[src/pkg/icl_pkg.sv]
// package: constants for the interrupt control logic
package icl_pkg;
   // main control register fields, then the option register edge select bit
   localparam int GLOBAL_EN_BIT = 7;
   localparam int GROUP_EN_BIT  = 6;
   localparam int TMR_EN_BIT  = 5;
   localparam int EXT_EN_BIT  = 4;
   localparam int PORT_EN_BIT = 3;
   localparam int TMR_FL_BIT  = 2;
   localparam int EXT_FL_BIT  = 1;
   localparam int PORT_FL_BIT = 0;
   localparam int EDGE_SEL_BIT = 6;
   // register offsets on the plain port
   localparam logic [2:0] ADDR_MAIN    = 3'h0;
   localparam logic [2:0] ADDR_PFLAG_A = 3'h1;
   localparam logic [2:0] ADDR_PFLAG_B = 3'h2;
   localparam logic [2:0] ADDR_PEN_A   = 3'h3;
   localparam logic [2:0] ADDR_PEN_B   = 3'h4;
   localparam logic [2:0] ADDR_OPTION  = 3'h5;
   localparam logic [2:0] ADDR_STATUS  = 3'h6;
   // reset values
   localparam logic [7:0] MAIN_RESET   = 8'h00;
   localparam logic [7:0] OPTION_RESET = 8'hff;
   localparam logic [7:0] PREG_RESET   = 8'h00;
   // widths and vector
   localparam int PERIPH_A_W = 8;
   localparam int PERIPH_B_W = 1;
   localparam int SRC_COUNT  = 12;
   localparam logic [12:0] IRQ_VECTOR = 13'h0004;
   // pipeline depth from event to vector request in instruction cycles
   localparam logic [1:0] SYNC_CYCLES = 2'h2;
   typedef enum logic [1:0] {
      ICL_RUN   = 2'b00,
      ICL_WAIT  = 2'b01,
      ICL_SLEEP = 2'b10
   } icl_state_type;
endpackage

[src/logic/icl_ctrl.sv]
// interrupt control logic: flags, enables, vector request and wake
// Functional notes
// - flags set regardless of any enable
// - global enable bit 7 gates vector requests, not sleep wake
// - vector after a fixed q4 count when enabled flag pending
// - reset clears the global enable
// - acknowledge clears enable, pushes, loads 0004h
// - return pops and sets global enable unless irq_ack or a clearing write coincides, or a clear raced irq_ack
// - external event latency three or four cycles
// - peripheral flags, enables, group enable placement
// - edge select bit 6 picks pin polarity
// - pin edge sets flag bit 1
// - pin interrupt wakes sleep if enabled
// - timer overflow sets flag bit 2
// - port change sets flag bit 0
// - pin flag may set in q4 or q1
// - only return address saved by hardware
// - up to twelve interrupt sources
// - enabled pending wakes sleep without global
module icl_ctrl
   import icl_pkg::*;
(
   // clock, enable, reset
   input  wire logic        clk,
   input  wire logic        rstn,
   input  wire logic        ce,
   // instruction cycle quarter phases (one-hot)
   input  wire logic        q1,
   input  wire logic        q4,
   // register port
   input  wire logic [2:0]  reg_addr,
   input  wire logic [7:0]  reg_wdata,
   input  wire logic        reg_wr,
   input  wire logic        reg_rd,
   output logic      [7:0]  reg_rdata,
   // event sources
   input  wire logic        ext_irq_pin,
   input  wire logic        timer_zero_overflow,
   input  wire logic [3:0]  upper_io_port,
   input  wire logic [PERIPH_A_W-1:0] periph_set_a,
   input  wire logic [PERIPH_B_W-1:0] periph_set_b,
   // core sequencer
   input  wire logic        irq_ack,
   input  wire logic        return_from_irq_instr,
   input  wire logic        sleep_instr,
   input  wire logic [12:0] return_pc,
   output logic             irq_request,
   output logic             stack_push,
   output logic      [12:0] stack_push_data,
   output logic             stack_pop,
   output logic             pc_load,
   output logic      [12:0] pc_load_value,
   output logic             wake,
   output logic             asleep
);
   logic [7:0]            main_irq_control_reg;
   logic [7:0]            option_reg;
   logic [PERIPH_A_W-1:0] periph_flag_reg_a;
   logic [PERIPH_B_W-1:0] periph_flag_reg_b;
   logic [PERIPH_A_W-1:0] periph_enable_reg_a;
   logic [PERIPH_B_W-1:0] periph_enable_reg_b;
   logic [3:0]            port_last;
   logic                  ext_pending;
   logic [1:0]            lat_cnt;
   icl_state_type         state;
   icl_state_type         next_state;
   logic                  ext_edge;
   logic                  clear_raced;

   icl_edge_det u_edge (
      .clk        (clk),
      .rstn       (rstn),
      .ce         (ce),
      .pin        (ext_irq_pin),
      .rising     (option_reg[EDGE_SEL_BIT]),
      .edge_pulse (ext_edge)
   );

   // decode
   wire wr_main  = reg_wr && reg_addr == ADDR_MAIN;
   wire wr_pfa   = reg_wr && reg_addr == ADDR_PFLAG_A;
   wire wr_pfb   = reg_wr && reg_addr == ADDR_PFLAG_B;
   wire wr_pea   = reg_wr && reg_addr == ADDR_PEN_A;
   wire wr_peb   = reg_wr && reg_addr == ADDR_PEN_B;
   wire wr_opt   = reg_wr && reg_addr == ADDR_OPTION;

   // the pin flag is only allowed to latch in the q4/q1 window
   wire ext_window = q4 | q1;
   wire ext_set    = ext_pending & ext_window;
   wire port_set   = |(upper_io_port ^ port_last);
   wire tmr_set    = timer_zero_overflow;

   wire global_irq_enable = main_irq_control_reg[GLOBAL_EN_BIT];
   wire core_any =
      (main_irq_control_reg[TMR_FL_BIT]  & main_irq_control_reg[TMR_EN_BIT])
    | (main_irq_control_reg[EXT_FL_BIT]  & main_irq_control_reg[EXT_EN_BIT])
    | (main_irq_control_reg[PORT_FL_BIT] & main_irq_control_reg[PORT_EN_BIT]);
   wire periph_any = main_irq_control_reg[GROUP_EN_BIT] &
      (|(periph_flag_reg_a & periph_enable_reg_a) |
       |(periph_flag_reg_b & periph_enable_reg_b));
   wire pending_any = core_any | periph_any;
   wire next_request =
      global_irq_enable & pending_any;

   // software write of the main register; a racing acknowledge wins the
   // enable clear, and the return only sets it when no write clears it
   wire [7:0] main_sw   = wr_main ? reg_wdata : main_irq_control_reg;
   wire       sw_clears = wr_main && !reg_wdata[GLOBAL_EN_BIT];
   // a clear that lands with an acknowledge is remembered, so the return
   // that ends the service cannot quietly turn interrupts back on
   wire       ret_sets  = return_from_irq_instr && !sw_clears &&
                          !clear_raced;
   wire       next_clear_raced = (irq_ack && sw_clears) |
                                 (clear_raced && !return_from_irq_instr);
   wire       next_global_en = irq_ack  ? 1'b0 :
                               ret_sets ? 1'b1 :
                               main_sw[GLOBAL_EN_BIT];
   wire [7:0] next_main = {next_global_en, main_sw[6:3],
                           main_sw[TMR_FL_BIT]  | tmr_set,
                           main_sw[EXT_FL_BIT]  | ext_set,
                           main_sw[PORT_FL_BIT] | port_set};

   wire [PERIPH_A_W-1:0] next_pfa =
      (wr_pfa ? reg_wdata[PERIPH_A_W-1:0] : periph_flag_reg_a) | periph_set_a;
   wire [PERIPH_B_W-1:0] next_pfb =
      (wr_pfb ? reg_wdata[PERIPH_B_W-1:0] : periph_flag_reg_b) | periph_set_b;

   // read mux
   wire [7:0] status_view = {5'h00, asleep, state == ICL_WAIT, irq_request};
   wire [7:0] next_rdata =
      reg_addr == ADDR_MAIN    ? main_irq_control_reg :
      reg_addr == ADDR_PFLAG_A ? periph_flag_reg_a :
      reg_addr == ADDR_PFLAG_B ? {7'h00, periph_flag_reg_b} :
      reg_addr == ADDR_PEN_A   ? periph_enable_reg_a :
      reg_addr == ADDR_PEN_B   ? {7'h00, periph_enable_reg_b} :
      reg_addr == ADDR_OPTION  ? option_reg :
      reg_addr == ADDR_STATUS  ? status_view : 8'h00;

   // request waits a fixed count so pin events see three or four cycles
   always_comb begin
      next_state = state;
      unique case (state)
         ICL_RUN: begin
            if (sleep_instr && !pending_any)
               next_state = ICL_SLEEP;
            else if (next_request)
               next_state = ICL_WAIT;
         end
         ICL_WAIT: begin
            if (!next_request)
               next_state = ICL_RUN;
            else if (irq_ack)
               next_state = ICL_RUN;
         end
         ICL_SLEEP: begin
            if (pending_any)
               next_state = ICL_RUN;
         end
         default: next_state = ICL_RUN;
      endcase
   end

   // main register: software writes, event sets and core effects merge
   always_ff @(posedge clk or negedge rstn) begin
      if (!rstn) begin
         main_irq_control_reg <= MAIN_RESET;
      end else if (ce) begin
         main_irq_control_reg <= next_main;
      end
   end

   always_ff @(posedge clk or negedge rstn) begin
      if (!rstn) begin
         clear_raced <= 1'b0;
      end else if (ce) begin
         clear_raced <= next_clear_raced;
      end
   end

   // only the edge select bit of the option register is used here
   always_ff @(posedge clk or negedge rstn) begin
      if (!rstn) begin
         option_reg <= OPTION_RESET;
      end else if (ce && wr_opt) begin
         option_reg <= reg_wdata;
      end
   end

   // peripheral flags: a set pulse wins over a software clear
   always_ff @(posedge clk or negedge rstn) begin
      if (!rstn) begin
         periph_flag_reg_a <= PREG_RESET[PERIPH_A_W-1:0];
         periph_flag_reg_b <= PREG_RESET[PERIPH_B_W-1:0];
      end else if (ce) begin
         periph_flag_reg_a <= next_pfa;
         periph_flag_reg_b <= next_pfb;
      end
   end

   // peripheral enables change only by software
   always_ff @(posedge clk or negedge rstn) begin
      if (!rstn) begin
         periph_enable_reg_a <= PREG_RESET[PERIPH_A_W-1:0];
         periph_enable_reg_b <= PREG_RESET[PERIPH_B_W-1:0];
      end else if (ce) begin
         if (wr_pea)
            periph_enable_reg_a <= reg_wdata[PERIPH_A_W-1:0];
         if (wr_peb)
            periph_enable_reg_b <= reg_wdata[PERIPH_B_W-1:0];
      end
   end

   // pin edge held until its latch window comes round
   always_ff @(posedge clk or negedge rstn) begin
      if (!rstn) begin
         ext_pending <= 1'b0;
      end else if (ce) begin
         ext_pending <= (ext_pending & ~ext_window) | ext_edge;
      end
   end

   // port pins compared against the previous sample each cycle
   always_ff @(posedge clk or negedge rstn) begin
      if (!rstn) begin
         port_last <= 4'h0;
      end else if (ce) begin
         port_last <= upper_io_port;
      end
   end

   always_ff @(posedge clk or negedge rstn) begin
      if (!rstn) begin
         state   <= ICL_RUN;
         lat_cnt <= 2'h0;
      end else if (ce) begin
         state   <= next_state;
         lat_cnt <= (state == ICL_WAIT && q4 && lat_cnt != SYNC_CYCLES) ?
                    lat_cnt + 2'h1 : (state == ICL_WAIT ? lat_cnt : 2'h0);
      end
   end

   // outputs, all registered; only the return address is pushed
   // read data stand for one cycle and are zero otherwise
   always_ff @(posedge clk or negedge rstn) begin
      if (!rstn) begin
         reg_rdata <= 8'h00;
      end else if (ce) begin
         reg_rdata <= reg_rd ? next_rdata : 8'h00;
      end
   end

   always_ff @(posedge clk or negedge rstn) begin
      if (!rstn) begin
         irq_request <= 1'b0;
      end else if (ce) begin
         irq_request <= next_request && state == ICL_WAIT &&
                        lat_cnt == SYNC_CYCLES;
      end
   end

   always_ff @(posedge clk or negedge rstn) begin
      if (!rstn) begin
         stack_push      <= 1'b0;
         stack_push_data <= 13'h0000;
      end else if (ce) begin
         stack_push      <= irq_ack;
         stack_push_data <= return_pc;
      end
   end

   always_ff @(posedge clk or negedge rstn) begin
      if (!rstn) begin
         stack_pop <= 1'b0;
      end else if (ce) begin
         stack_pop <= return_from_irq_instr;
      end
   end

   // the vector is a constant, loaded only in the cycle after acknowledge
   always_ff @(posedge clk or negedge rstn) begin
      if (!rstn) begin
         pc_load       <= 1'b0;
         pc_load_value <= 13'h0000;
      end else if (ce) begin
         pc_load       <= irq_ack;
         pc_load_value <= IRQ_VECTOR;
      end
   end

   // wake is one cycle wide, in the cycle that asleep drops
   always_ff @(posedge clk or negedge rstn) begin
      if (!rstn) begin
         wake   <= 1'b0;
         asleep <= 1'b0;
      end else if (ce) begin
         wake   <= state == ICL_SLEEP && pending_any;
         asleep <= next_state == ICL_SLEEP;
      end
   end
endmodule // icl_ctrl

[src/logic/icl_edge_det.sv]
// edge detector with polarity select for the external request pin
module icl_edge_det (
   // clock and reset
   input  wire logic clk,
   input  wire logic rstn,
   input  wire logic ce,
   // pin and polarity
   input  wire logic pin,
   input  wire logic rising,
   // detected edge
   output logic      edge_pulse
);
   logic last;
   logic primed;
   wire  rise_seen = pin & ~last;
   wire  fall_seen = ~pin & last;
   // the first sample after reset only loads the history, so a pin that
   // idles high cannot fake an edge
   wire  next_edge = primed & (rising ? rise_seen : fall_seen);
   always_ff @(posedge clk or negedge rstn) begin
      if (!rstn) begin
         last       <= 1'b0;
         primed     <= 1'b0;
         edge_pulse <= 1'b0;
      end else if (ce) begin
         last       <= pin;
         primed     <= 1'b1;
         edge_pulse <= next_edge;
      end
   end
endmodule // icl_edge_det

[config.mk]
export PLATFORM = sky130hd
export DESIGN_NAME = icl_ctrl
export DESIGN_NICKNAME = d
export VERILOG_FILES = /design/src/pkg/icl_pkg.sv /design/src/logic/icl_ctrl.sv /design/src/logic/icl_edge_det.sv
export SDC_FILE = /design/constraint.sdc
export NUM_CORES = 1
export LEC_CHECK = 0
export ABC_CLOCK_PERIOD_IN_PS = 1270
export BUFFER_PORTS_ARGS = -buffer_cell sky130_fd_sc_hd__clkbuf_2
export CAP_MARGIN = 20
export CORE_ASPECT_RATIO = 2
export CORE_UTILIZATION = 47
export CTS_BUF_LIST = sky130_fd_sc_hd__clkbuf_16
export DETAILED_ROUTE_END_ITERATION = 10
export GPL_TIMING_DRIVEN = 1
export MAX_ROUTING_LAYER = met4
export PLACE_DENSITY = 0.74
export REMOVE_ABC_BUFFERS = 1
export SLEW_MARGIN = 20
export SYNTH_ARGS = -nofsm -noshare
export SYNTH_HDL_FRONTEND = slang
export SYNTH_HIERARCHICAL = 1
export SYNTH_SLANG_ARGS = --single-unit
[constraint.sdc]
create_clock -name clk -period 1.27 [get_ports clk]
set_input_delay 0.0635 -clock clk [delete_from_list [all_inputs] [get_ports clk]]
set_output_delay 0.0635 -clock clk [all_outputs]
set_load 0.005 [all_outputs]
**Word-level counts from Yosys, hierarchy flattened**

Index checks and enable logic that the tools add are counted.

- Bits in registers: 73
- Input bits: 49
- Output and inout port bits: 40

- $add $sub $neg: 1
- Equality and inequality tests: 12
- Mux-type cells: 22
- Bitwise logic cells: 28
- Reductions and logical operators: 33

Operator list:

| kind | count |
|---|---|
| $mux 8 | 9 |
| $logic_and 1x1->1 | 18 |
| $mux 2 | 7 |
| $and 1x1->1 | 11 |
| $or 1x1->1 | 11 |
| $reduce_and 2->1 | 5 |
| $eq 3x3->1 const B | 3 |
| $and 8x8->8 | 1 |
| $or 8x8->8 | 1 |
| $reduce_or 8->1 | 1 |
| $eq 2x2->1 const B | 3 |
| $eq 3x2->1 const B | 2 |
| $pmux 2 s3 | 1 |
| $logic_not 1->1 | 5 |
| $mux 1 | 4 |
| $reduce_or 4->1 | 1 |
| $xor 4x4->4 | 1 |
| $eq 3x1->1 const B | 1 |
| $logic_not 3->1 | 1 |
| $mux 3 | 1 |
| $not 1->1 | 3 |
| $reduce_bool 3->1 | 1 |
| $add 2x1->2 const B | 1 |
| $eq 2x1->1 const B | 1 |
| other kinds (3) | 3 |

**Logic depth before layout (Yosys ltp)**

Gate-level depths: netlist of the first run.

- Depth after elaboration: 10
- Mapped depth: 7
- Depth with buffers taken out: 6

**By module**

Netlist of the first run, hierarchy kept.

Modules (own cells, without submodules):

| module | instances | cells an instance | area an instance (um2) |
|---|---|---|---|
| icl_ctrl | 1 | 292 | 3379.5 |
| icl_edge_det | 1 | 11 | 130.1 |

**Worst setup path before layout of the first run**

No wires, ideal clock.

- Kind: register to register
- Start point: register periph_flag_reg_a[3]
- End point: register wake
- Arrival time: 1.271 ns
- Path slack: -0.140 ns
- Cell stages (with the launch flop): 6
- Buffers on the path: 0
- Period minus slack after synthesis: 1.410 ns
- Path through: dfrtp_1 a22o_1 a221oi_1 nand3_1 a21boi_1 o32ai_1

- Cells in the longest elaborated chain, start to end: 6

RTL lines:

| what | RTL line | RTL |
|---|---|---|
| from (decl) | icl_ctrl.sv:58 | `logic [PERIPH_A_W-1:0] periph_flag_reg_a;` |
| from (signal assigned) | icl_ctrl.sv:192 | `periph_flag_reg_a <= PREG_RESET[PERIPH_A_W-1:0];` |
| from (signal assigned) | icl_ctrl.sv:195 | `periph_flag_reg_a <= next_pfa;` |
| $and 8x8->8 | icl_ctrl.sv:99 | `(\|(periph_flag_reg_a & periph_enable_reg_a) \|` |
| $reduce_or 8->1 | icl_ctrl.sv:99 |  |
| $or 1x1->1 | icl_ctrl.sv:100 | `\|(periph_flag_reg_b & periph_enable_reg_b));` |
| $and 1x1->1 | icl_ctrl.sv:98 | `wire periph_any = main_irq_control_reg[GROUP_EN_BIT] &` |
| $or 1x1->1 | icl_ctrl.sv:101 | `wire pending_any = core_any \| periph_any;` |
| $logic_and 1x1->1 | icl_ctrl.sv:296 | `wake <= state == ICL_SLEEP && pending_any;` |
| to (signal assigned) | icl_ctrl.sv:296 |  |
| to (decl) | icl_ctrl.sv:53 | `output logic wake,` |

Every way passes these cells.
A chain may end at the register's enable or synchronous reset.

**Worst setup path in the final report of the first run**

- Start point: register periph_enable_reg_a[3]
- End point: register wake

- Cells in the longest elaborated chain, start to end: 6

RTL lines:

| what | RTL line | RTL |
|---|---|---|
| from (decl) | icl_ctrl.sv:60 | `logic [PERIPH_A_W-1:0] periph_enable_reg_a;` |
| from (signal assigned) | icl_ctrl.sv:203 | `periph_enable_reg_a <= PREG_RESET[PERIPH_A_W-1:0];` |
| from (signal assigned) | icl_ctrl.sv:207 | `periph_enable_reg_a <= reg_wdata[PERIPH_A_W-1:0];` |
| $and 8x8->8 | icl_ctrl.sv:99 |  |
| $reduce_or 8->1 | icl_ctrl.sv:99 |  |
| $or 1x1->1 | icl_ctrl.sv:100 |  |
| $and 1x1->1 | icl_ctrl.sv:98 |  |
| $or 1x1->1 | icl_ctrl.sv:101 |  |
| $logic_and 1x1->1 | icl_ctrl.sv:296 |  |

Every way passes these cells.

==> results.tsv, run 1 <==
stage	metric	value	unit
global_route	pin count of the biggest net entering global routing	75	
power_and_ir_drop	total power consumption of the routed design	6.648	mW
logic_synthesis	Yosys warnings	6	
floorplanning	Core Box Area	7267	sq um
sta	setup slack after layout	-0.1621	ns
route	first-pass iteration count of the detailed router	4	
logic_synthesis	sequential cell area fraction in the yosys report	53.05	%
logic_synthesis	fraction of synthesis flops using an asynchronous set or reset pin	100.0	%
placed_design	cell area after placement	4262	sq um
clock_network	clock-pin slew on the worst setup and hold paths	0.05	ns
clock_network	number of buffers created by CTS	9	
floorplanning	initial core utilization	48.30	%
layout	top register by number of flip-flops	stack_push_data	
worst_setup_path	biggest fanout along the worst timing path	5	
sta	number of hold-slack violations in the final timing report	0	
route	Total Routed Length	9694	um
sta	unrepaired setup endpoints after global routing	true	
worst_setup_path	cell family contributing the most delay on the critical path	compound AO/OA/AOI/OAI gates	
hold_path	class of the most critical hold timing path	in2reg	
layout	net count of the finished layout	496	
floorplanning	number of rows created at floorplan	44	
clock_network	number of clock sinks	74	
sta	maximum operating frequency	0.6983	GHz
worst_setup_path	crit path capture type	register	
global_route	number of global-route vias before repair	3176	
floorplanning	full die area	7838	sq um
floorplanning	die span in x	63.11	um
power_and_ir_drop	Static Leak	2.205	nW
placed_design	sum of net half-perimeters after detailed placement	6709	um
worst_setup_path	kind of launch point of the worst setup path	register	
sta	count of final setup violators	6	
layout	synthesis-to-layout area growth	38.29	%
worst_setup_path	logic depth of the worst path, buffers included	6	
logic_synthesis	Avg Inst Size Synth	11.58	sq um
worst_setup_path	Slowest cell on crit path	sky130_fd_sc_hd__dfrtp_1	
status	violations in the final reports	negative setup slack	
route	Post-route DRC	0	
worst_setup_path	required time of the worst setup path	1.46	ns
power_and_ir_drop	Combinational Power Share	19.3	%
power_and_ir_drop	Internal Dissipation	4.917	mW
route	Via-to-Cell Ratio	5.530	
layout	final non-filler cell area	4853	sq um
global_route	aggregate global routing overflow	0	
power_and_ir_drop	Clock power frac	36.2	%
status	outcome	complete, but fails checks	
layout	layout cells sized above 1	43.24	%
hold_path	instance count along the most critical hold path	2	
placed_design	final RePlAce weighted congestion	0.9171	
clock_network	largest buffer count on any clock path	2	
logic_synthesis	number of synthesized flops with an enable pin	0	
worst_setup_path	critical path data arrival time	1.62	ns
logic_synthesis	Syn Inst Count	303	
power_and_ir_drop	net load switching power	1.731	mW
logic_synthesis	Cell variety after synth	50	
route	Iter 0 DRT Violations	199	
worst_setup_path	longest individual stage delay on the worst path	0.38	ns
route	WL per Instance	17.85	um
sta	post-route worst hold slack	0.01108	ns
sta	worst setup skew after layout	0.005657	ns
floorplanning	number of top-level design ports	89	
floorplanning	height of the chip	124.2	um
route	via count	3003	
sta	period utilisation layout	112.8	%
global_route	total global-route track usage	27.25	%
logic_synthesis	Syn Std Cell Area	3510	sq um
power_and_ir_drop	proportion of power drawn by flip-flops and latches	44.5	%
layout	number of fill cells in the layout	590	
clock_network	clock insertion delay at the later pin of the skew report	0.34	ns
global_route	global-route wire length before repair	15490	um
clock_network	cell chosen for the clock root	sky130_fd_sc_hd__clkbuf_16	
sta	Slew Viols, Final	0	
route	remaining antenna violation count after routing	0	
power_and_ir_drop	worst vdd rail ir drop	1.018	mV
clock_network	CTS H-Tree Depth	3	
worst_setup_path	critical setup path kind	reg2reg	
job	number of maximum-capacitance violations	0	
worst_setup_path	cell-by-cell trace of the critical path	a22o_1 -> a221oi_2 -> nand3_1 -> a21boi_1 -> buf_4 -> o32ai_2	
logic_synthesis	flip-flop cell with the highest count after synthesis	sky130_fd_sc_hd__dfrtp_1	
logic_synthesis	flip-flop and latch count after synthesis	74	
power_and_ir_drop	Power per Cell Area	1370	nW/um^2
clock_network	CTS tree	done	
worst_setup_path	buffer and inverter count on the worst path	1	
power_and_ir_drop	Net Sw Frac	26.04	%
layout	max FFs per register	13	
layout	number of inserted diodes	0	
sta	shortest clock period the worst path allows after layout	1.432	ns
worst_setup_path	Reg2Reg Depth	6	
placed_design	PortBufs	76	
global_route	initial antenna violation count	0	
## cell usage in the layout, fill, tap and decap left out, drive strengths merged, types with 2 or more instances in the layout
cell / count
o2111ai: 5
o2bb2ai: 4
xnor2: 4
o21ai: 14
a21oi: 8
nand2b: 2
nor2b: 14
nand2: 9
o31a: 2
a221oi: 2
nor3: 4
o22ai: 7
conb: 12
a222oi: 2
mux2i: 3
buf: 49
clkbuf: 84
nand4: 2
mux2: 40
a22oi: 6
nor2: 16
nor3b: 2
dlygate4sd3: 28
dfrtp: 66
inv: 17
dfstp: 8
clkinv: 3
a31oi: 2
nand3: 6
or2: 3
a22o: 4
o211ai: 2
a221o: 9
## cells by family (layout without fill, tap and decap cells)
logic type	after synthesis	in the layout	share of synthesized area, %
AOI/OAI and AO/OA	75	75	15.72
xor gates and xnor gates	4	4	0.9981
adders and majority gates	1	1	0.3564
buffers and inverters	45	182	6.774
DFF	74	74	53.05
muxes	43	43	13.69
other	1	12	0.1068
and+or+nand+nor	60	60	9.305
## layer usage
layer	vias to the layer above	track usage [%]	wire, um
met4	0	18.06	520
met3	38	5.147	396
met1	1476	26.67	3409
met5	-	-	0
met2	122	47.31	5367
li1	1367	-	-
## worst paths after layout
kind                                              from              endpoint  slack, ns
worst max-delay path            periph_enable_reg_a[3]                  wake      -0.16
worst min-delay path                   periph_set_a[0]  periph_flag_reg_a[0]       0.01
worst max register to register  periph_enable_reg_a[3]                  wake      -0.16
worst min register to register        pc_load_value[2]      pc_load_value[2]       0.47
max in group asynchronous                         rstn         option_reg[7]       0.62
min in group asynchronous                         rstn           ext_pending       0.28
## stage by stage
step | std cells | worst slack [ns] | TNS, ns | util (%)
2_1_floorplan | 283 | -0.1403 | -2.216 | -
3_3_place_gp | 499 | -0.1876 | -3.286 | 58.64
3_5_place_dp | 499 | -0.2241 | -3.999 | 58.64
4_1_cts | 543 | -0.1561 | -0.6264 | 66.53
5_1_grt | 543 | -0.2332 | -1.080 | 66.79
6_report | 543 | -0.1621 | -0.6584 | 66.79
## power by group through the flow
| stage | registers (mW) | logic, mW | clock network, mW |
|---|---|---|---|
| finish | 2.96 | 1.29 | 2.40 |
| global route | 2.99 | 1.40 | 2.53 |
| CTS | 2.95 | 1.28 | 2.45 |
| detailed placement | 2.98 | 1.19 | 0 |
| global placement | 2.96 | 1.15 | 0 |
| floorplan | 2.94 | 0.550 | 0 |
## layout make-up
cell class	instances	area [sq um]	share of cell area [%]
clock buffer	9	225.2	4.640
inverter	14	52.55	1.083
multi-input combinational	195	1484	30.57
sequential	74	1862	38.36
clock inverter	7	53.80	1.109
tap	92	115.1	2.372
timing repair buffer	152	1061	21.86
## cell usage after synthesis (2+ instances only)
master,n,area [sq um]
sky130_fd_sc_hd__nor2b_1,14,87.58
sky130_fd_sc_hd__a21oi_1,8,40.04
sky130_fd_sc_hd__clkbuf_1,9,33.78
sky130_fd_sc_hd__xnor2_1,4,35.03
sky130_fd_sc_hd__dfstp_2,8,210.2
sky130_fd_sc_hd__mux2_2,40,450.4
sky130_fd_sc_hd__o22ai_1,7,43.79
sky130_fd_sc_hd__buf_1,2,7.510
sky130_fd_sc_hd__nor3_1,3,15.01
sky130_fd_sc_hd__inv_1,14,52.55
sky130_fd_sc_hd__o2bb2ai_1,4,35.03
sky130_fd_sc_hd__o211ai_1,2,15.01
sky130_fd_sc_hd__nand2_1,9,33.78
sky130_fd_sc_hd__a221oi_1,2,17.52
sky130_fd_sc_hd__a221o_1,9,90.09
sky130_fd_sc_hd__or2_2,2,12.51
sky130_fd_sc_hd__nor2_1,15,56.30
sky130_fd_sc_hd__nand2b_1,2,12.51
sky130_fd_sc_hd__a22o_1,4,35.03
sky130_fd_sc_hd__buf_2,4,20.02
sky130_fd_sc_hd__a22oi_1,6,45.04
sky130_fd_sc_hd__mux2i_1,3,30.03
sky130_fd_sc_hd__dfrtp_1,66,1652
sky130_fd_sc_hd__buf_4,15,112.6
sky130_fd_sc_hd__o31a_1,2,17.52
sky130_fd_sc_hd__a222oi_1,2,20.02
sky130_fd_sc_hd__nand3_1,6,30.03
sky130_fd_sc_hd__a31oi_1,2,12.51
sky130_fd_sc_hd__o2111ai_1,5,43.79
sky130_fd_sc_hd__o21ai_0,13,65.06
sky130_fd_sc_hd__nand4_1,2,12.51
## repair_timing
item,4_1_cts,5_1_grt
hold buffers,28,0
buffers inserted,0,0
resized for setup,2,6
endpoints found under the hold margin,92,0
pin swaps,3,6
endpoints found under the setup margin,5,11
No activity file was read; power rests on OpenSTA's default activity.
==> run 2: changes to the inputs <==
- ABC_CLOCK_PERIOD_IN_PS: 1270 -> 1460
- PLACE_DENSITY: 0.74 -> 0.71
- clock period: 1.27 -> 1.46 ns (I/O delays scaled with it)
==> results.tsv, run 2 (synthesized netlist as in run 1, its figures left out) <==
stage	metric	value	unit
status	outcome	complete, but fails checks	
status	violations in the final reports	negative hold slack	
worst_setup_path	crit path capture type	register	
layout	net count of the finished layout	467	
layout	commonest non-fill, non-tap cell in the layout	sky130_fd_sc_hd__clkbuf_2	
floorplanning	initial core utilization	48.30	%
placed_design	post-placement setup slack	0.01340	ns
sta	final-layout setup total negative slack	0	ns
sta	worst setup skew after layout	0.008620	ns
layout	final core occ	63.27	%
hold_path	class of the most critical hold timing path	in2reg	
layout	layout cells sized above 1	39.57	%
global_route	total global-route track usage	25.71	%
floorplanning	number of top-level design ports	89	
clock_network	clock-pin slew on the worst setup and hold paths	0.06	ns
clock_network	CTS H-Tree Depth	3	
layout	top register by number of flip-flops	stack_push_data	
layout	synthesis-to-layout area growth	31.02	%
worst_setup_path	cell-by-cell trace of the critical path	a22o_1 -> a221oi_2 -> nand3_1 -> a21boi_1 -> buf_4 -> o32ai_1	
layout	number of inserted diodes	0	
global_route	pin count of the biggest net entering global routing	51	
clock_network	CTS tree	done	
route	Post-route DRC	0	
route	Total Routed Length	9056	um
placed_design	PortBufs	76	
sta	number of hold-slack violations in the final timing report	1	
clock_network	number of clock sinks	74	
floorplanning	Core Box Area	7267	sq um
sta	count of final setup violators	0	
worst_setup_path	longest individual stage delay on the worst path	0.38	ns
power_and_ir_drop	Power per Cell Area	1226	nW/um^2
worst_setup_path	last element of the critical path	wake	
route	Via-to-Cell Ratio	5.578	
layout	leading cell types in the layout, fill and taps excluded	sky130_fd_sc_hd__clkbuf_2 (75), sky130_fd_sc_hd__dfrtp_1 (66), sky130_fd_sc_hd__mux2_2 (40), sky130_fd_sc_hd__dlygate4sd3_1 (23), sky130_fd_sc_hd__buf_4 (22)	
sta	period utilisation layout	96.16	%
route	first-pass iteration count of the detailed router	4	
sta	shortest clock period the worst path allows after layout	1.404	ns
layout	post-route non-filler standard cell count	514	
job	number of maximum-capacitance violations	0	
power_and_ir_drop	worst vdd rail ir drop	0.7468	mV
route	Iter 0 DRT Violations	120	
clock_network	clock insertion delay at the later pin of the skew report	0.33	ns
sta	maximum operating frequency	0.7123	GHz
global_route	initial antenna violation count	0	
clock_network	number of buffers created by CTS	9	
worst_setup_path	required time of the worst setup path	1.67	ns
sta	Slew Viols, Final	0	
worst_setup_path	kind of launch point of the worst setup path	register	
worst_setup_path	startpoint of the worst setup timing path	periph_flag_reg_a[3]	
clock_network	count of buffers added by post-CTS timing repair for setup	0	
global_route	global-route wire length before repair	14570	um
worst_setup_path	critical setup path kind	reg2reg	
sta	unrepaired setup endpoints after global routing	false	
route	WL per Instance	17.62	um
worst_setup_path	biggest fanout along the worst timing path	5	
floorplanning	full die area	7838	sq um
worst_setup_path	Slowest cell on crit path	sky130_fd_sc_hd__dfrtp_1	
floorplanning	number of rows created at floorplan	44	
global_route	aggregate global routing overflow	0	
route	via count	2867	
worst_setup_path	critical path data arrival time	1.61	ns
sta	post-route worst hold slack	-0.001083	ns
layout	max FFs per register	13	
placed_design	final RePlAce weighted congestion	0.9174	
power_and_ir_drop	Static Leak	2.064	nW
sta	setup slack after layout	0.05607	ns
route	remaining antenna violation count after routing	0	
floorplanning	die span in x	63.11	um
placed_design	sum of net half-perimeters after detailed placement	6533	um
floorplanning	height of the chip	124.2	um
global_route	number of global-route vias before repair	3026	
clock_network	cell chosen for the clock root	sky130_fd_sc_hd__clkbuf_16	
worst_setup_path	reg2reg end	wake	
worst_setup_path	Reg2Reg Depth	6	
worst_setup_path	reg-to-reg startpoint	periph_flag_reg_a[3]	
placed_design	number of cells after detailed placement	475	
worst_setup_path	setup slack of the worst register-to-register path	0.06	ns
clock_network	largest buffer count on any clock path	2	
run 2: where the power goes:
group / internal, mW / leakage (nW) / total (mW) / switching [mW]
clock network: 1.29 / 0.150 / 2.09 / 0.797
logic: 0.527 / 1.05 / 0.956 / 0.429
registers: 2.37 / 0.861 / 2.60 / 0.227
run 2: routing by layer:
| metal | wire [um] | global-route usage (%) | share of wire (%) |
|---|---|---|---|
| met4 | 528 | 17.65 | 5.8 |
| met1 | 3090 | 23.71 | 34 |
| met3 | 388 | 6.434 | 4.3 |
| met2 | 5049 | 44.78 | 56 |
| met5 | 0 | - | 0 |
run 2: worst max-delay path, delay by kind of cell (launching register included):
kind / cells / cell delay, ns
buf+inv: 1 / 0.15
compound gates: 4 / 0.64
flops: 1 / 0.38
simple gates: 1 / 0.10
run 2: through the flow:
| stage | cell area (sq um) | power, mW |
|---|---|---|
| finish | 4598 | 5.639 |
| floorplan | 3366 | 3.036 |
| global route | 4598 | 5.880 |
| global placement | 4081 | 3.499 |
| CTS | 4588 | 5.673 |
| detailed placement | 4081 | 3.530 |
run 2: area by class of cell:
class                      count  area, sq um
timing repair buffer         123        830.8
sequential                    74         1862
inverter                      14        52.55
clock buffer                   9        225.2
clock inverter                 7        55.05
tap                           92        115.1
multi-input combinational    195         1458
fill                         615         2669
run 2: what timing repair did:
| action | in CTS | in global routing |
|---|---|---|
| endpoints found under the hold margin | 73 | 1 |
| gates resized for setup | 1 | 0 |
| pin swaps | 0 | 1 |
| hold buffers | 22 | 1 |
| endpoints found under the setup margin | 1 | 1 |
run 2: worst min-delay path by stage:
stage                                from              endpoint  slack (ns)  depth (start not counted)
floorplan                            rstn                asleep       -0.22                          0
CTS                       periph_set_a[5]  periph_flag_reg_a[5]      0.0001                          2
detailed placement                   rstn            lat_cnt[0]       -0.01                          1
global route             upper_io_port[1]          port_last[1]       0.004                          2
global placement                     rstn            lat_cnt[0]      -0.009                          1
finish              return_from_irq_instr             stack_pop      -0.001                          3
==> run 3: changes to the inputs <==
- CTS_BUF_LIST: sky130_fd_sc_hd__clkbuf_16 -> not set
==> results.tsv, run 3 (synthesized netlist as in run 1, its figures left out) <==
stage	metric	value	unit
status	outcome	complete, but fails checks	
status	violations in the final reports	negative hold slack	
floorplanning	height of the chip	124.2	um
hold_path	class of the most critical hold timing path	in2reg	
layout	top register by number of flip-flops	stack_push_data	
clock_network	clock insertion delay at the later pin of the skew report	0.33	ns
layout	max FFs per register	13	
job	number of maximum-capacitance violations	0	
floorplanning	full die area	7838	sq um
route	first-pass iteration count of the detailed router	4	
hold_path	Worst Min Path Start	return_from_irq_instr	
global_route	number of global-route vias before repair	3016	
layout	number of fill cells in the layout	616	
route	Iter 0 DRT Violations	143	
route	Via-to-Cell Ratio	5.612	
power_and_ir_drop	worst vdd rail ir drop	0.7455	mV
clock_network	CTS tree	done	
sta	period utilisation layout	96.48	%
route	Post-route DRC	0	
sta	shortest clock period the worst path allows after layout	1.409	ns
hold_path	instance count along the most critical hold path	3	
placed_design	final RePlAce weighted congestion	0.9174	
layout	layout cells sized above 1	39.90	%
worst_setup_path	crit path capture type	register	
clock_network	largest buffer count on any clock path	2	
worst_setup_path	required time of the worst setup path	1.67	ns
worst_setup_path	setup slack of the worst register-to-register path	0.05	ns
sta	Slew Viols, Final	0	
sta	post-route worst hold slack	-0.003320	ns
clock_network	clock-pin slew on the worst setup and hold paths	0.06	ns
global_route	global-route wire length before repair	14620	um
worst_setup_path	Reg2Reg Depth	6	
placed_design	PortBufs	76	
route	via count	2879	
layout	commonest non-fill, non-tap cell in the layout	sky130_fd_sc_hd__clkbuf_2	
hold_path	Worst Hold Endpoint	stack_pop	
global_route	pin count of the biggest net entering global routing	51	
layout	post-route non-filler standard cell count	513	
sta	maximum operating frequency	0.7099	GHz
floorplanning	die span in x	63.11	um
layout	leading cell types in the layout, fill and taps excluded	sky130_fd_sc_hd__clkbuf_2 (75), sky130_fd_sc_hd__dfrtp_1 (66), sky130_fd_sc_hd__mux2_2 (40), sky130_fd_sc_hd__dlygate4sd3_1 (22), sky130_fd_sc_hd__buf_4 (22)	
sta	worst setup skew after layout	0.005686	ns
floorplanning	initial core utilization	48.30	%
layout	number of inserted diodes	0	
worst_setup_path	kind of launch point of the worst setup path	register	
worst_setup_path	reg2reg end	wake	
global_route	aggregate global routing overflow	0	
worst_setup_path	critical path data arrival time	1.62	ns
sta	unrepaired setup endpoints after global routing	false	
floorplanning	number of rows created at floorplan	44	
clock_network	number of clock sinks	74	
sta	final-layout setup total negative slack	0	ns
route	remaining antenna violation count after routing	0	
global_route	initial antenna violation count	0	
clock_network	number of buffers created by CTS	9	
layout	net count of the finished layout	466	
route	WL per Instance	17.64	um
route	Total Routed Length	9047	um
power_and_ir_drop	Power per Cell Area	1241	nW/um^2
worst_setup_path	reg-to-reg startpoint	periph_flag_reg_a[3]	
clock_network	CTS H-Tree Depth	3	
layout	synthesis-to-layout area growth	31.02	%
clock_network	cell chosen for the clock root	sky130_fd_sc_hd__clkbuf_16	
layout	final core occ	63.27	%
worst_setup_path	biggest fanout along the worst timing path	5	
sta	number of hold-slack violations in the final timing report	1	
placed_design	sum of net half-perimeters after detailed placement	6533	um
global_route	total global-route track usage	25.77	%
power_and_ir_drop	Static Leak	2.053	nW
sta	count of final setup violators	0	
worst_setup_path	critical setup path kind	reg2reg	
floorplanning	number of top-level design ports	89	
placed_design	number of cells after detailed placement	475	
floorplanning	Core Box Area	7267	sq um
[run 3: timing repair]
item / CTS / global route
buffers inserted: 0 / 0
endpoints found under the hold margin: 72 / 1
resized for setup: 1 / 0
endpoints found under the setup margin: 1 / 1
pin swaps: 0 / 1
hold buffers: 21 / 1
[run 3: critical path: stages (launching register included)]
cell                       delay (ns)
sky130_fd_sc_hd__dfrtp_1         0.38
sky130_fd_sc_hd__a22o_1          0.25
sky130_fd_sc_hd__a221oi_2        0.18
sky130_fd_sc_hd__nand3_1         0.10
sky130_fd_sc_hd__a21boi_1        0.14
sky130_fd_sc_hd__buf_4           0.15
sky130_fd_sc_hd__o32ai_1         0.09
[run 3: report_power, final]
part	switching, mW	leakage, nW	internal [mW]
Clock	0.789	0.144	1.36
Combinational	0.430	1.05	0.526
Sequential	0.228	0.861	2.37
[run 3: cell type report]
| cell class | count | area [sq um] | area share (%) |
|---|---|---|---|
| clock buffer | 13 | 250.2 | 5.442 |
| timing repair buffer | 122 | 820.8 | 17.85 |
| multi-input combinational | 195 | 1458 | 31.70 |
| clock inverter | 3 | 40.04 | 0.8707 |
| tap | 92 | 115.1 | 2.503 |
| inverter | 14 | 52.55 | 1.143 |
| sequential | 74 | 1862 | 40.49 |
[run 3: how the worst max path moves through the flow]
stage	startpoint	to	slack, ns	cells past startpoint
after global placement	periph_flag_reg_a[3]	wake	0.04	6
final	periph_flag_reg_a[3]	wake	0.05	6
after detailed placement	periph_flag_reg_a[3]	wake	0.01	6
after floorplan	reg_addr[1]	periph_enable_reg_a[0]	0.04	3
after global routing	periph_flag_reg_a[3]	wake	0.002	6
after CTS	periph_flag_reg_a[3]	wake	0.05	6
[run 3: through the flow]
step / setup slack, ns / power [mW] / area [sq um] / hold WS [ns]
2_1_floorplan: 0.04022 / 3.036 / 3366 / -0.2226
3_3_place_gp: 0.03840 / 3.499 / 4081 / -0.008732
3_5_place_dp: 0.01340 / 3.530 / 4081 / -0.01005
4_1_cts: 0.04839 / 5.750 / 4588 / 0.0001485
5_1_grt: 0.002242 / 5.955 / 4598 / 0.004584
6_report: 0.05136 / 5.705 / 4598 / -0.003320
[run 3: layer usage]
| layer | global-route usage, % | vias to the layer above | routed length (um) |
|---|---|---|---|
| met3 | 6.342 | 45 | 425 |
| met1 | 23.89 | 1415 | 3055 |
| li1 | - | 1308 | - |
| met5 | - | - | 0 |
| met2 | 45.10 | 111 | 5017 |
| met4 | 17.10 | 0 | 548 |
